`src/rtl/iem_pkg.sv`:
```
// package: register map, field layout and shared types of the interrupt enable/mask block
package iem_pkg;

    // ****************************************************************
    // register map
    // ****************************************************************
    localparam int          ADDR_W           = 8;
    localparam int          DATA_W           = 8;
    localparam logic [7:0]  OFF_IRQ_CTRL     = 8'h05;
    localparam logic [7:0]  OFF_MODULE_MASK  = 8'h06;
    localparam logic [7:0]  OFF_PENDING_ID   = 8'h0b;
    localparam logic [7:0]  OFF_EVT_STATUS   = 8'h10;
    localparam logic [7:0]  OFF_EVT_MASK     = 8'h11;

    // ****************************************************************
    // field positions and reset values
    // ****************************************************************
    localparam int          BIT_GLOBAL_EN    = 0;
    localparam int          BIT_IN_SERVICE   = 1;
    localparam int          BIT_SYS_GROUP    = 7;
    localparam int          BIT_GROUP_GAP    = 6;
    localparam logic [7:0]  RST_IRQ_CTRL     = 8'h00;
    localparam logic [7:0]  RST_MODULE_MASK  = 8'h00;
    localparam logic [7:0]  RST_PENDING_ID   = 8'h00;
    localparam logic [3:0]  RST_EVT          = 4'h0;

    // ****************************************************************
    // groups: six register modules plus the system group
    // ****************************************************************
    localparam int          NUM_MODULES      = 6;
    localparam int          NUM_GROUPS       = NUM_MODULES + 1;
    localparam int          SRCS_PER_GROUP   = 4;

    typedef struct packed {
        logic                   sys;
        logic [NUM_MODULES-1:0] modules;
    } iem_group_t;

    typedef struct packed {
        logic [ADDR_W-1:0] addr;
        logic [DATA_W-1:0] wdata;
        logic              wr;
        logic              rd;
    } iem_reg_req_t;

    typedef struct packed {
        logic ack;
        logic ret;
        logic pop_ret;
    } iem_core_evt_t;

    typedef struct packed {
        logic sw_clear;
        logic blocked;
        logic returned;
        logic acked;
    } iem_evt_t;

    // group set laid out in register order, gap bit reads zero
    function automatic logic [7:0] iem_to_reg(input iem_group_t g);
        iem_to_reg = {g.sys, 1'b0, g.modules};
    endfunction : iem_to_reg

    function automatic iem_group_t iem_from_reg(input logic [7:0] r);
        iem_from_reg = '{sys: r[BIT_SYS_GROUP], modules: r[NUM_MODULES-1:0]};
    endfunction : iem_from_reg

endpackage : iem_pkg

```
`src/rtl/iem_pending.sv`:
```
// pending identifier: per-group flag of enabled sources awaiting service
`timescale 1ns/1ps
module iem_pending #(
    parameter int SRCS = iem_pkg::SRCS_PER_GROUP
) (
    input  wire logic                                     clk,
    input  wire logic                                     rst_n,
    input  wire logic [iem_pkg::NUM_GROUPS-1:0][SRCS-1:0] src_flag,
    input  wire logic [iem_pkg::NUM_GROUPS-1:0][SRCS-1:0] src_en,
    output iem_pkg::iem_group_t                           pending
);
    import iem_pkg::*;

    logic [NUM_GROUPS-1:0] next_pending;

    always_comb begin
        for (int g = 0; g < NUM_GROUPS; g++) begin
            next_pending[g] = |(src_flag[g] & src_en[g]);
        end
    end

    // drops on the clock edge after the sources are disabled or their flags cleared
    always_ff @(posedge clk) begin
        if (!rst_n) begin
            pending <= iem_from_reg(RST_PENDING_ID);
        end else begin
            pending <= iem_group_t'(next_pending);
        end
    end

    // the edge right after reset compares against a cleared flop, so it is skipped
    AST_PEND_TRACKS: assert property (@(posedge clk) disable iff (!rst_n)
        $past(rst_n) |-> pending == iem_group_t'($past(next_pending)))
        else $error("pending identifier does not follow enabled flags");

endmodule : iem_pending

```
`src/rtl/iem_ctrl.sv`:
```
// interrupt enable, in-service and module mask control for the core
`timescale 1ns/1ps
module iem_ctrl
    import iem_pkg::*;
#(
    parameter int SRCS = SRCS_PER_GROUP
) (
    input  wire logic                                     CLK,
    input  wire logic                                     RST_N,
    input  iem_pkg::iem_reg_req_t                         REG_REQ,
    output logic [iem_pkg::DATA_W-1:0]                    REG_RDATA,
    input  iem_pkg::iem_core_evt_t                        CORE_EVT,
    input  wire logic [iem_pkg::NUM_GROUPS-1:0][SRCS-1:0] SRC_FLAG,
    input  wire logic [iem_pkg::NUM_GROUPS-1:0][SRCS-1:0] SRC_EN,
    output logic                                          IRQ_REQ,
    output iem_pkg::iem_group_t                           PENDING_ID,
    output logic                                          IRQ_OUT
);
    import iem_pkg::*;

    // ****************************************************************
    // state
    // ****************************************************************
    logic       global_irq_enable;
    logic       in_service_flag;
    iem_group_t module_mask_reg;
    iem_group_t pending_identifier_reg;
    iem_evt_t   evt_status;
    iem_evt_t   evt_mask;
    iem_evt_t   evt_now;
    logic [DATA_W-1:0] next_rdata;
    logic       wr_ctrl;
    logic       wr_mask;
    logic       wr_evt_status;
    logic       wr_evt_mask;
    logic       masked_pending;
    logic       exit_op;

    // ****************************************************************
    // pending identifier
    // ****************************************************************
    iem_pending #(
        .SRCS     (SRCS)
    ) u_pending (
        .clk      (CLK),
        .rst_n    (RST_N),
        .src_flag (SRC_FLAG),
        .src_en   (SRC_EN),
        .pending  (pending_identifier_reg)
    );

    assign PENDING_ID = pending_identifier_reg;

    // ****************************************************************
    // write decode
    // ****************************************************************
    assign wr_ctrl       = REG_REQ.wr && (REG_REQ.addr == OFF_IRQ_CTRL);
    assign wr_mask       = REG_REQ.wr && (REG_REQ.addr == OFF_MODULE_MASK);
    assign wr_evt_status = REG_REQ.wr && (REG_REQ.addr == OFF_EVT_STATUS);
    assign wr_evt_mask   = REG_REQ.wr && (REG_REQ.addr == OFF_EVT_MASK);
    assign exit_op       = CORE_EVT.ret || CORE_EVT.pop_ret;

    // ****************************************************************
    // global enable
    // ****************************************************************
    always_ff @(posedge CLK) begin
        if (!RST_N) begin
            global_irq_enable <= RST_IRQ_CTRL[BIT_GLOBAL_EN];
        end else if (wr_ctrl) begin
            global_irq_enable <= REG_REQ.wdata[BIT_GLOBAL_EN];
        end
    end

    // ****************************************************************
    // in-service flag
    // ****************************************************************
    // an acknowledge in the same cycle as a clear must win, otherwise the
    // routine just entered would run with delivery reopened under it
    always_ff @(posedge CLK) begin
        if (!RST_N) begin
            in_service_flag <= RST_IRQ_CTRL[BIT_IN_SERVICE];
        end else if (CORE_EVT.ack) begin
            in_service_flag <= 1'b1;
        end else if (wr_ctrl) begin
            in_service_flag <= REG_REQ.wdata[BIT_IN_SERVICE];
        end else if (exit_op) begin
            in_service_flag <= 1'b0;
        end
    end

    // ****************************************************************
    // module mask
    // ****************************************************************
    always_ff @(posedge CLK) begin
        if (!RST_N) begin
            module_mask_reg <= iem_from_reg(RST_MODULE_MASK);
        end else if (wr_mask) begin
            module_mask_reg <= iem_from_reg(REG_REQ.wdata);
        end
    end

    // ****************************************************************
    // request to the core
    // ****************************************************************
    // kept combinational so a cleared enable or a set in-service flag cuts the
    // request in the same cycle the flop changes, the cycle after the write or the ack
    assign masked_pending = |(module_mask_reg & pending_identifier_reg);
    assign IRQ_REQ = global_irq_enable && !in_service_flag && masked_pending;

    // ****************************************************************
    // event status and interrupt output
    // ****************************************************************
    always_comb begin
        evt_now          = '0;
        evt_now.acked    = CORE_EVT.ack;
        evt_now.returned = exit_op && in_service_flag;
        evt_now.blocked  = global_irq_enable && in_service_flag && masked_pending;
        evt_now.sw_clear = wr_ctrl && in_service_flag && !REG_REQ.wdata[BIT_IN_SERVICE];
    end

    // set wins over a write-one clear in the same cycle
    always_ff @(posedge CLK) begin
        if (!RST_N) begin
            evt_status <= iem_evt_t'(RST_EVT);
        end else if (wr_evt_status) begin
            evt_status <= (evt_status & ~iem_evt_t'(REG_REQ.wdata[3:0])) | evt_now;
        end else begin
            evt_status <= evt_status | evt_now;
        end
    end

    always_ff @(posedge CLK) begin
        if (!RST_N) begin
            evt_mask <= iem_evt_t'(RST_EVT);
        end else if (wr_evt_mask) begin
            evt_mask <= iem_evt_t'(REG_REQ.wdata[3:0]);
        end
    end

    assign IRQ_OUT = |(evt_status & evt_mask);

    // ****************************************************************
    // read path
    // ****************************************************************
    always_comb begin
        next_rdata = '0;
        case (REG_REQ.addr)
            OFF_IRQ_CTRL:    next_rdata = {6'h00, in_service_flag, global_irq_enable};
            OFF_MODULE_MASK: next_rdata = iem_to_reg(module_mask_reg);
            OFF_PENDING_ID:  next_rdata = iem_to_reg(pending_identifier_reg);
            OFF_EVT_STATUS:  next_rdata = {4'h0, evt_status};
            OFF_EVT_MASK:    next_rdata = {4'h0, evt_mask};
            default:         next_rdata = '0;
        endcase
    end

    // read data stand only in the cycle after the strobe
    always_ff @(posedge CLK) begin
        if (!RST_N) begin
            REG_RDATA <= '0;
        end else if (REG_REQ.rd) begin
            REG_RDATA <= next_rdata;
        end else begin
            REG_RDATA <= '0;
        end
    end

    // ****************************************************************
    // checks
    // ****************************************************************
    AST_RESET_CLEARS: assert property (@(posedge CLK)
        !RST_N |=> (!global_irq_enable && !in_service_flag && module_mask_reg == '0))
        else $error("reset left control or mask state nonzero");

    AST_CTRL_RESERVED: assert property (@(posedge CLK) disable iff (!RST_N)
        REG_REQ.rd && REG_REQ.addr == OFF_IRQ_CTRL |=> REG_RDATA[7:2] == 6'h00)
        else $error("control reserved bits read nonzero");

    AST_ACK_SETS_INS: assert property (@(posedge CLK) disable iff (!RST_N)
        CORE_EVT.ack |=> in_service_flag && !IRQ_REQ)
        else $error("acknowledge did not set in-service");

    AST_NO_REQ_IN_SERVICE: assert property (@(posedge CLK) disable iff (!RST_N)
        in_service_flag |-> !IRQ_REQ)
        else $error("request raised while in service");

    AST_SW_CLEAR_REOPENS: assert property (@(posedge CLK) disable iff (!RST_N)
        wr_ctrl && !CORE_EVT.ack && !REG_REQ.wdata[BIT_IN_SERVICE] && REG_REQ.wdata[BIT_GLOBAL_EN]
        ##1 (masked_pending && !CORE_EVT.ack) |-> IRQ_REQ)
        else $error("software clear did not reopen delivery");

    AST_RETURN_CLEARS: assert property (@(posedge CLK) disable iff (!RST_N)
        exit_op && !CORE_EVT.ack && !wr_ctrl |=> !in_service_flag)
        else $error("return did not clear in-service");

    AST_GLOBAL_GATES: assert property (@(posedge CLK) disable iff (!RST_N)
        !global_irq_enable |-> !IRQ_REQ)
        else $error("request raised with global enable low");

    AST_MASK_BLOCKS: assert property (@(posedge CLK) disable iff (!RST_N)
        (module_mask_reg & pending_identifier_reg) == '0 |-> !IRQ_REQ)
        else $error("request raised by a masked group");

    AST_MASK_ALLOWS: assert property (@(posedge CLK) disable iff (!RST_N)
        global_irq_enable && !in_service_flag && module_mask_reg.sys
        && pending_identifier_reg.sys |-> IRQ_REQ)
        else $error("unmasked system group did not request");

    AST_MASK_LAYOUT: assert property (@(posedge CLK) disable iff (!RST_N)
        wr_mask ##1 REG_REQ.rd && REG_REQ.addr == OFF_MODULE_MASK && !wr_mask
        |=> REG_RDATA == ($past(REG_REQ.wdata, 2) & 8'hbf))
        else $error("mask register readback wrong");

    AST_REQ_EQUATION: assert property (@(posedge CLK) disable iff (!RST_N)
        IRQ_REQ == (global_irq_enable && !in_service_flag
                    && (iem_to_reg(module_mask_reg) & iem_to_reg(pending_identifier_reg)) != 8'h00))
        else $error("request does not match enable and mask");

    AST_ENABLE_WRITE: assert property (@(posedge CLK) disable iff (!RST_N)
        wr_ctrl |=> global_irq_enable == $past(REG_REQ.wdata[BIT_GLOBAL_EN]))
        else $error("global enable does not follow control write");

    AST_SW_WRITE_INS: assert property (@(posedge CLK) disable iff (!RST_N)
        wr_ctrl && !CORE_EVT.ack |=> in_service_flag == $past(REG_REQ.wdata[BIT_IN_SERVICE]))
        else $error("in-service does not follow control write");

    AST_MASK_GAP_ZERO: assert property (@(posedge CLK) disable iff (!RST_N)
        REG_REQ.rd && REG_REQ.addr == OFF_MODULE_MASK |=> !REG_RDATA[BIT_GROUP_GAP])
        else $error("mask gap bit read nonzero");

    AST_PEND_READ: assert property (@(posedge CLK) disable iff (!RST_N)
        REG_REQ.rd && REG_REQ.addr == OFF_PENDING_ID
        |=> REG_RDATA == {$past(pending_identifier_reg.sys), 1'b0,
                          $past(pending_identifier_reg.modules)})
        else $error("pending identifier readback wrong");

    // ****************************************************************
    // event and bus checks
    // ****************************************************************
    AST_RDATA_IDLE: assert property (@(posedge CLK) disable iff (!RST_N)
        !REG_REQ.rd |=> REG_RDATA == 8'h00)
        else $error("read data not zero outside the read cycle");

    AST_ACK_EVENT: assert property (@(posedge CLK) disable iff (!RST_N)
        CORE_EVT.ack |=> evt_status.acked)
        else $error("acknowledge event not recorded");

    AST_EVT_W1C: assert property (@(posedge CLK) disable iff (!RST_N)
        wr_evt_status && REG_REQ.wdata[0] && !CORE_EVT.ack |=> !evt_status.acked)
        else $error("write one did not clear acknowledge event");

endmodule : iem_ctrl

```
`config.mk`:
```
export PLATFORM = sky130hd
export DESIGN_NAME = iem_ctrl
export DESIGN_NICKNAME = d
export VERILOG_FILES = /design/src/rtl/iem_pkg.sv /design/src/rtl/iem_pending.sv /design/src/rtl/iem_ctrl.sv
export SDC_FILE = /design/constraint.sdc
export NUM_CORES = 1
export LEC_CHECK = 0
export BUFFER_PORTS_ARGS = -buffer_cell sky130_fd_sc_hd__buf_2
export CORE_AREA = 2 2 65 67
export CTS_BUF_LIST = sky130_fd_sc_hd__clkbuf_4 sky130_fd_sc_hd__clkbuf_8
export DETAILED_ROUTE_END_ITERATION = 12
export DIE_AREA = 0 0 67 69
export PLACE_DENSITY = 0.74
export SETUP_SLACK_MARGIN = 0.05
export SYNTH_ARGS = -nofsm -noshare
export SYNTH_HDL_FRONTEND = slang
export SYNTH_SLANG_ARGS = --single-unit
```
`constraint.sdc`:
```
create_clock -name CLK -period 2.2 [get_ports CLK]
set_clock_uncertainty 0.2 [all_clocks]
set_input_delay 0.44 -clock CLK [delete_from_list [all_inputs] [get_ports CLK]]
set_output_delay 0.44 -clock CLK [all_outputs]
set_load 0.05 [all_outputs]
```
==> reports/qor.yml, run 1 <==
critical_path:
  path_delay_family: "compound AO/OA/AOI/OAI gates"
  r2r_end: "evt_status[2]"
  crit_path_max_fanout: 3
  crit_start: "module_mask_reg[1]"
  start_kind: "flip-flop"
  critical_path_depth: 5
  rrSetupSlack_ps: 780
  crit_slowest_cell: "a222oi_1"
  end_kind: "output port"
  worstPathRequired_ps: 1560
  crit_path_end: "IRQ_REQ"
  worstPathArrival_ps: 1460
  cp_cell_sequence: "a222oi_1, nand3_1, nand2_1, nor2_2, buf_6"
  cpPeakStageDelay_ps: 360
  cp_num_buf_inv: 1
  worstReg2RegStart: "module_mask_reg[1]"
  path_class: "flip-flop to output port"
  rr_worst_depth: 3
logic_synthesis:
  synth.avg_cell_area_sq_um: 9.68
  synth_warnings: 0
  synth_cell_type_count: 38
  synth_area_sq_um: 1530
  netlist_instances: 158
  seq_area_frac_synth_pct: 40.6
  synth_edf_count: 0
  syn_nets: 237
  synth_flop_cell: "dfxtp_1"
  ys_ff_latch: 31
  async_reset_ff_share_pct: 0
floorplanning:
  die_area_sq_um: 4620
  die_h_microns: 69
  start_util_pct: 39.1
  io_pins: 96
  fp.coreArea_sq_um: 3910
  fp.dieW_microns: 67
  row_count: 23
cts:
  cts_tree: "built"
  cts_root_buffer: "clkbuf_8"
  cts_setup_buffers: 0
  cts.htree.levels: 2
  cts_sinks: 31
  cts_max_path_buffers: 2
  clk_pin_slew_ps: 60
  clkLatencyLatePin_ps: 280
  numCtsBuffers: 5
final_layout:
  drive_gt1_share_pct: 46.1
  stdcell_area_sq_um: 2180
  layout_common_cells: "buf_2 (92), dfxtp_1 (29), a22oi_1 (20)"
  fillCellCount: 367
  fin_cells: 308
  diodes: 0
  seq_area_sq_um: 623
  nets: 336
  area_growth_pct: 42.6
  final_common_cell: "buf_2"
  multi_input_area_sq_um: 881
power_and_ir_drop:
  power_mw: 1.28
  vdd_drop_max_uv: 301
  p_per_area_nw_per_um2: 586
  p_leak_nw: 1.04
routing:
  ant_nets: 0
  firstDrtPassIters: 4
  wire_per_inst_microns: 13.0
  avgViaCountPerCell: 5.25
  remaining_drc_errors: 0
  drtIter0Drc: 67
  drt-total-wl_microns: 4020
  num_vias: 1616
status:
  status: "completed"
placed_design:
  placed_area_sq_um: 2070
  gp_congestion: 0.885
  port_buffers: 93
  dpl.hpwl_microns: 3200
  post-place-cells: 300
  dp_slack_ps: 109
timing:
  rsz0062_at_grt: "yes"
  max_freq_ghz: 0.477
  worst_slack_ps: 104
  hold_viol: 0
  drv_slew: 0
  period_share_pct: 95.3
  finalSetupViolations: 0
  min_period_ps: 2100
grt:
  grt_pass1_wl_microns: 6560
  grt_pass1_vias: 1505
  overflow: 0
  grt_max_degree: 30
  antenna_found_initial: 0
  grtUsageTotal_pct: 18.4
min_path:
  hp-class: "primary input to flip-flop"
job:
  maxCapViolations: 0
==> routing by layer <==
metal	share of wire, %	global-route usage [%]	vias up
li1	-	-	813
met1	41	21.7	718
met2	49	31.4	79
met3	8.0	4.57	6
met4	1.6	7.26	0
met5	0	0	-
==> power by group <==
| part | internal [mW] | total (mW) | switching, mW |
|---|---|---|---|
| combinational | 0.0897 | 0.199 | 0.110 |
| clock | 0.297 | 0.488 | 0.191 |
| sequential | 0.577 | 0.591 | 0.0143 |
| total | 0.964 | 1.28 | 0.314 |
==> cell usage after synthesis, types with 3 or more instances <==
cell type	instances	share of area (%)
a21boi_0	7	3.4
nor2_1	9	2.2
nand2_1	9	2.2
a32o_1	3	2.0
mux2_2	3	2.2
a22oi_1	20	9.8
nand3_1	5	1.6
nor2b_1	14	5.7
a32oi_1	6	3.4
mux2i_1	12	7.9
dfxtp_1	31	41
clkbuf_1	4	0.98
a21oi_1	5	1.6
==> worst register-to-register path, cell delays in order, from the launching register on <==
cell,delay [ps]
dfxtp_2,330
a222oi_1,360
nand3_1,180
a41o_1,260
==> area by class of cell <==
| class | count | area share (%) |
|---|---|---|
| Multi-Input combinational cell | 120 | 40.4 |
| Sequential cell | 31 | 28.6 |
| Timing Repair Buffer | 97 | 23.0 |
| Clock buffer | 8 | 4.76 |
| Tap cell | 50 | 2.87 |
| Inverter | 2 | 0.344 |
==> worst min-delay path by stage <==
stage	from	to	cells after the start
6_report	REG_REQ[6]	module_mask_reg[4]	3
3_5_place_dp	evt_status[1]	evt_status[1]	2
3_3_place_gp	evt_status[1]	evt_status[1]	2
5_1_grt	REG_REQ[6]	module_mask_reg[4]	3
2_1_floorplan	evt_status[2]	REG_RDATA[2]	2
4_1_cts	REG_REQ[6]	module_mask_reg[4]	3
==> timing repair <==
action	CTS	global route
pin swaps	3	0
hold buffers	0	0
gates resized for setup	2	2
gates cloned	0	0
setup endpoints to repair	1	1
==> per-stage QoR <==
step | util (%) | hold slack, ps | TNS [ps]
global route | 55.7 | 237 | -4.61
floorplan | - | 245 | 0
CTS | 55.6 | 219 | 0
finish | 55.7 | 223 | 0
detailed placement | 52.8 | 271 | 0
global placement | 52.8 | 271 | 0
==> cell families after synthesis <==
| family | count (synthesis) | synth area share, % |
|---|---|---|
| AND/OR/NAND/NOR | 53 | 21.7 |
| AO/OA/AOI/OAI | 51 | 25.5 |
| flip-flops | 31 | 40.6 |
| multiplexers | 15 | 10.1 |
| buffers and inverters | 7 | 1.96 |
| other | 1 | 0.245 |
Note: power is estimated with default switching activity, not from simulation.
==> run 2, diff against run 1 <==
==> constraint.sdc (replaced) <==
create_clock -name CLK -period 2.2 [get_ports CLK]
set_clock_uncertainty 0.2 [all_clocks]
set_input_delay 0.11 -clock CLK [delete_from_list [all_inputs] [get_ports CLK]]
set_output_delay 0.11 -clock CLK [all_outputs]
set_load 0.05 [all_outputs]
==> reports/qor.yml, run 2 (synthesis gave the netlist of run 1 again) <==
timing:
  finalSetupViolations: 0
  drv_slew: 0
  max_freq_ghz: 0.480
  min_period_ps: 2080
  worst_slack_ps: 118
  rsz0062_at_grt: "no"
  period_share_pct: 94.7
  fin_hold_ws_ps: -11.1
  setup_tns_ps: 0
  hold_viol: 2
critical_path:
  rr_worst_depth: 4
  path_class: "primary input to flip-flop"
  end_kind: "flip-flop"
  worstPathRequired_ps: 2160
  worstPathArrival_ps: 2050
  worstReg2RegStart: "in_service_flag"
  start_kind: "primary input"
  rrSetupSlack_ps: 590
  crit_path_max_fanout: 1
  r2r_end: "in_service_flag"
placed_design:
  placed_area_sq_um: 2050
  gp_congestion: 0.889
  dp_slack_ps: 388
  post-place-cells: 298
  port_buffers: 93
  dpl.hpwl_microns: 3230
cts:
  cts_max_path_buffers: 2
  cts.htree.levels: 2
  cts_root_buffer: "clkbuf_8"
  clkLatencyLatePin_ps: 280
  numCtsBuffers: 5
  cts_sinks: 31
  cts_tree: "built"
  clk_pin_slew_ps: 60
grt:
  grt_pass1_vias: 1674
  antenna_found_initial: 0
  grt_pass1_wl_microns: 7450
  grt_max_degree: 30
  overflow: 0
  grtUsageTotal_pct: 20.9
floorplanning:
  die_h_microns: 69
  die_area_sq_um: 4620
  fp.coreArea_sq_um: 3910
  start_util_pct: 39.1
  io_pins: 96
  fp.dieW_microns: 67
  row_count: 23
min_path:
  hp-class: "primary input to flip-flop"
  min_path_cells: 3
  hp-start: "SRC_EN[10]"
  hold_end: "u_pending.pending[2]"
power_and_ir_drop:
  p_leak_nw: 1.14
  p_per_area_nw_per_um2: 526
  vdd_drop_max_uv: 313
  power_mw: 1.27
final_layout:
  fin_cells: 332
  stdcell_area_sq_um: 2410
  nets: 361
  diodes: 0
  drive_gt1_share_pct: 40.4
  final_common_cell: "buf_2"
  fillCellCount: 336
  layout_common_cells: "buf_2 (93), dfxtp_1 (31), dlygate4sd3_1 (27)"
  area_growth_pct: 57.8
  fin_util_pct: 61.6
routing:
  remaining_drc_errors: 0
  ant_nets: 0
  avgViaCountPerCell: 5.28
  wire_per_inst_microns: 13.6
  num_vias: 1753
  drt-total-wl_microns: 4520
  firstDrtPassIters: 4
  drtIter0Drc: 93
status:
  violations: "hold timing"
  status: "complete, but fails checks"
job:
  maxCapViolations: 0
## run 2: worst max-delay path by stage
stage,start,endpoint,slack (ps),depth (start not counted)
floorplan,u_pending.pending[1],IRQ_REQ,250,4
detailed placement,REG_REQ[15],REG_RDATA[2],390,5
global placement,REG_REQ[15],REG_RDATA[1],400,5
finish,SRC_EN[23],u_pending.pending[5],120,6
global route,SRC_EN[23],u_pending.pending[5],100,6
CTS,SRC_EN[19],u_pending.pending[4],120,6
## run 2: metal layers
metal / track usage [%] / part of all wire, %
met4: 8.39 / 1.7
met1: 24.8 / 40
met3: 4.73 / 7.5
met5: 0 / 0
met2: 35.6 / 51
## run 2: power breakdown
part           switching [mW]  internal [mW]
clock network           0.188          0.245
logic                   0.120          0.125
registers              0.0146          0.577
total                   0.323          0.946
## run 2: layout make-up
cell class	count	area [sq um]	share of cell area (%)
well taps	50	62.6	2.59
repair buffers	122	751	31.1
clock buffers	6	82.6	3.42
clock inverters	1	5.00	0.207
multi-input cells	120	883	36.6
inverters	2	7.51	0.311
flip-flops and latches	31	621	25.7
## run 2: timing repair
item | CTS | global route
resized for setup | 0 | 1
hold buffers | 32 | 0
setup endpoints to repair | 0 | 6
setup buffers | 0 | 0
hold endpoints to repair | 26 | 0
## run 2: worst max-delay path, stage by stage
cell and delay, ps:
dlygate4sd3_1 530, buf_2 130, a22oi_2 110, dlygate4sd3_1 550
a21boi_0 70, dlygate4sd3_1 550
==> run 3, diff against run 2 <==
- BUFFER_PORTS_ARGS: -buffer_cell sky130_fd_sc_hd__buf_2 -> -buffer_cell sky130_fd_sc_hd__buf_4
- CORE_AREA: 2 2 65 67 -> 2 2 62 64
- DIE_AREA: 0 0 67 69 -> 0 0 64 66
- PLACE_DENSITY: 0.74 -> 0.81
==> reports/qor.yml, run 3 (synthesis gave the netlist of run 1 again) <==
status:
  status: "completed"
timing:
  drv_slew: 0
  period_share_pct: 94.6
  rsz0062_at_grt: "no"
  setup_tns_ps: 0
  fin_hold_ws_ps: 32.4
  hold_viol: 0
  min_period_ps: 2080
  max_freq_ghz: 0.481
  worst_slack_ps: 120
  finalSetupViolations: 0
routing:
  remaining_drc_errors: 0
  met3_length_microns: 397
  ant_nets: 0
  num_vias: 1818
  drt-total-wl_microns: 5230
  drt-met1-wl_microns: 2120
  firstDrtPassIters: 4
  drtIter0Drc: 174
  avgViaCountPerCell: 5.25
  met2_length_microns: 2620
  wire_per_inst_microns: 15.1
  top_layer: "met4"
floorplanning:
  die_area_sq_um: 4220
  start_util_pct: 43.1
  fp.coreArea_sq_um: 3550
  fp.dieW_microns: 64
  row_count: 22
  io_pins: 96
  die_h_microns: 66
final_layout:
  final_common_cell: "buf_4"
  fin_util_pct: 78.5
  layout_common_cells: "buf_4 (95), dlygate4sd3_1 (42), dfxtp_1 (31)"
  nets: 376
  diodes: 0
  area_growth_pct: 82.2
  seq_area_sq_um: 621
  fin_cells: 346
  multi_input_area_sq_um: 878
  drive_gt1_share_pct: 38.3
  fillCellCount: 224
  stdcell_area_sq_um: 2790
grt:
  antenna_found_initial: 0
  grtUsageTotal_pct: 26.5
  overflow: 0
  grt_max_degree: 30
  grt_pass1_vias: 1917
  grt_pass1_wl_microns: 8600
critical_path:
  worstPathArrival_ps: 2100
  rrSetupSlack_ps: 570
  crit_path_max_fanout: 1
  worstPathRequired_ps: 2220
  r2r_end: "in_service_flag"
  rr_worst_depth: 4
  end_kind: "flip-flop"
  start_kind: "primary input"
  crit_path_end: "u_pending.pending[1]"
  path_class: "primary input to flip-flop"
  worstReg2RegStart: "in_service_flag"
  crit_start: "SRC_EN[7]"
job:
  maxCapViolations: 0
power_and_ir_drop:
  p_per_area_nw_per_um2: 490
  vdd_drop_max_uv: 334
  p_leak_nw: 1.29
  power_mw: 1.36
placed_design:
  dp_slack_ps: 425
  port_buffers: 93
  post-place-cells: 296
  gp_congestion: 0.881
  placed_area_sq_um: 2280
  dpl.hpwl_microns: 3310
cts:
  cts_root_buffer: "clkbuf_4"
  cts_tree: "built"
  cts.htree.levels: 2
  cts_max_path_buffers: 2
  clk_pin_slew_ps: 90
  numCtsBuffers: 5
  clkLatencyLatePin_ps: 330
  cts_sinks: 31
min_path:
  hp-class: "primary input to flip-flop"
-- run 3: changes by cell type in the layout (fill, tap and decap cells not counted) --
cell and change:
clkbuf_8 -5, dlygate4sd3_1 +15, buf_2 -93, clkbuf_4 +5, a22oi_1 +1, bufinv_16 +1, a22oi_2 -1, buf_4 +93
-- run 3: cell type report --
class / instances / area share, %
Tap cell: 48 / 2.16
Timing Repair Buffer: 137 / 40.7
Sequential cell: 31 / 22.3
Clock buffer: 6 / 1.84
Inverter: 2 / 0.269
Clock inverter: 2 / 1.26
Multi-Input combinational cell: 120 / 31.5
-- run 3: timing repair --
item / 4_1_cts / 5_1_grt
hold buffers: 42 / 0
buffers inserted: 0 / 0
endpoints found under the hold margin: 30 / 0
resized for setup: 0 / 0
-- run 3: routing by layer --
metal | global-route usage, % | vias up
li1 | - | 891
met1 | 31.6 | 834
met2 | 47.0 | 85
met3 | 6.47 | 8
met4 | 7.88 | 0
met5 | 0 | -
-- run 3: how the worst min path moves through the flow --
stage | endpoint | start | depth (start not counted)
2_1_floorplan | evt_status[0] | REG_REQ[10] | 2
4_1_cts | REG_RDATA[0] | REG_REQ[16] | 5
6_report | REG_RDATA[0] | REG_REQ[16] | 5
3_3_place_gp | module_mask_reg[6] | REG_REQ[9] | 3
5_1_grt | REG_RDATA[0] | REG_REQ[16] | 5
3_5_place_dp | module_mask_reg[5] | REG_REQ[7] | 3
-- run 3: worst max-delay path, cell delays in order --
cell and delay [ps]:
dlygate4sd3_1 540, buf_4 130, a22oi_1 120, dlygate4sd3_1 570, a21boi_0 70, dlygate4sd3_1 560
-- run 3: report_power, final --
part           internal (mW)  switching (mW)  total [mW]  leakage (nW)
Clock                  0.268           0.197       0.465        0.0482
Sequential             0.576          0.0151       0.591         0.253
Combinational          0.184           0.125       0.308         0.991
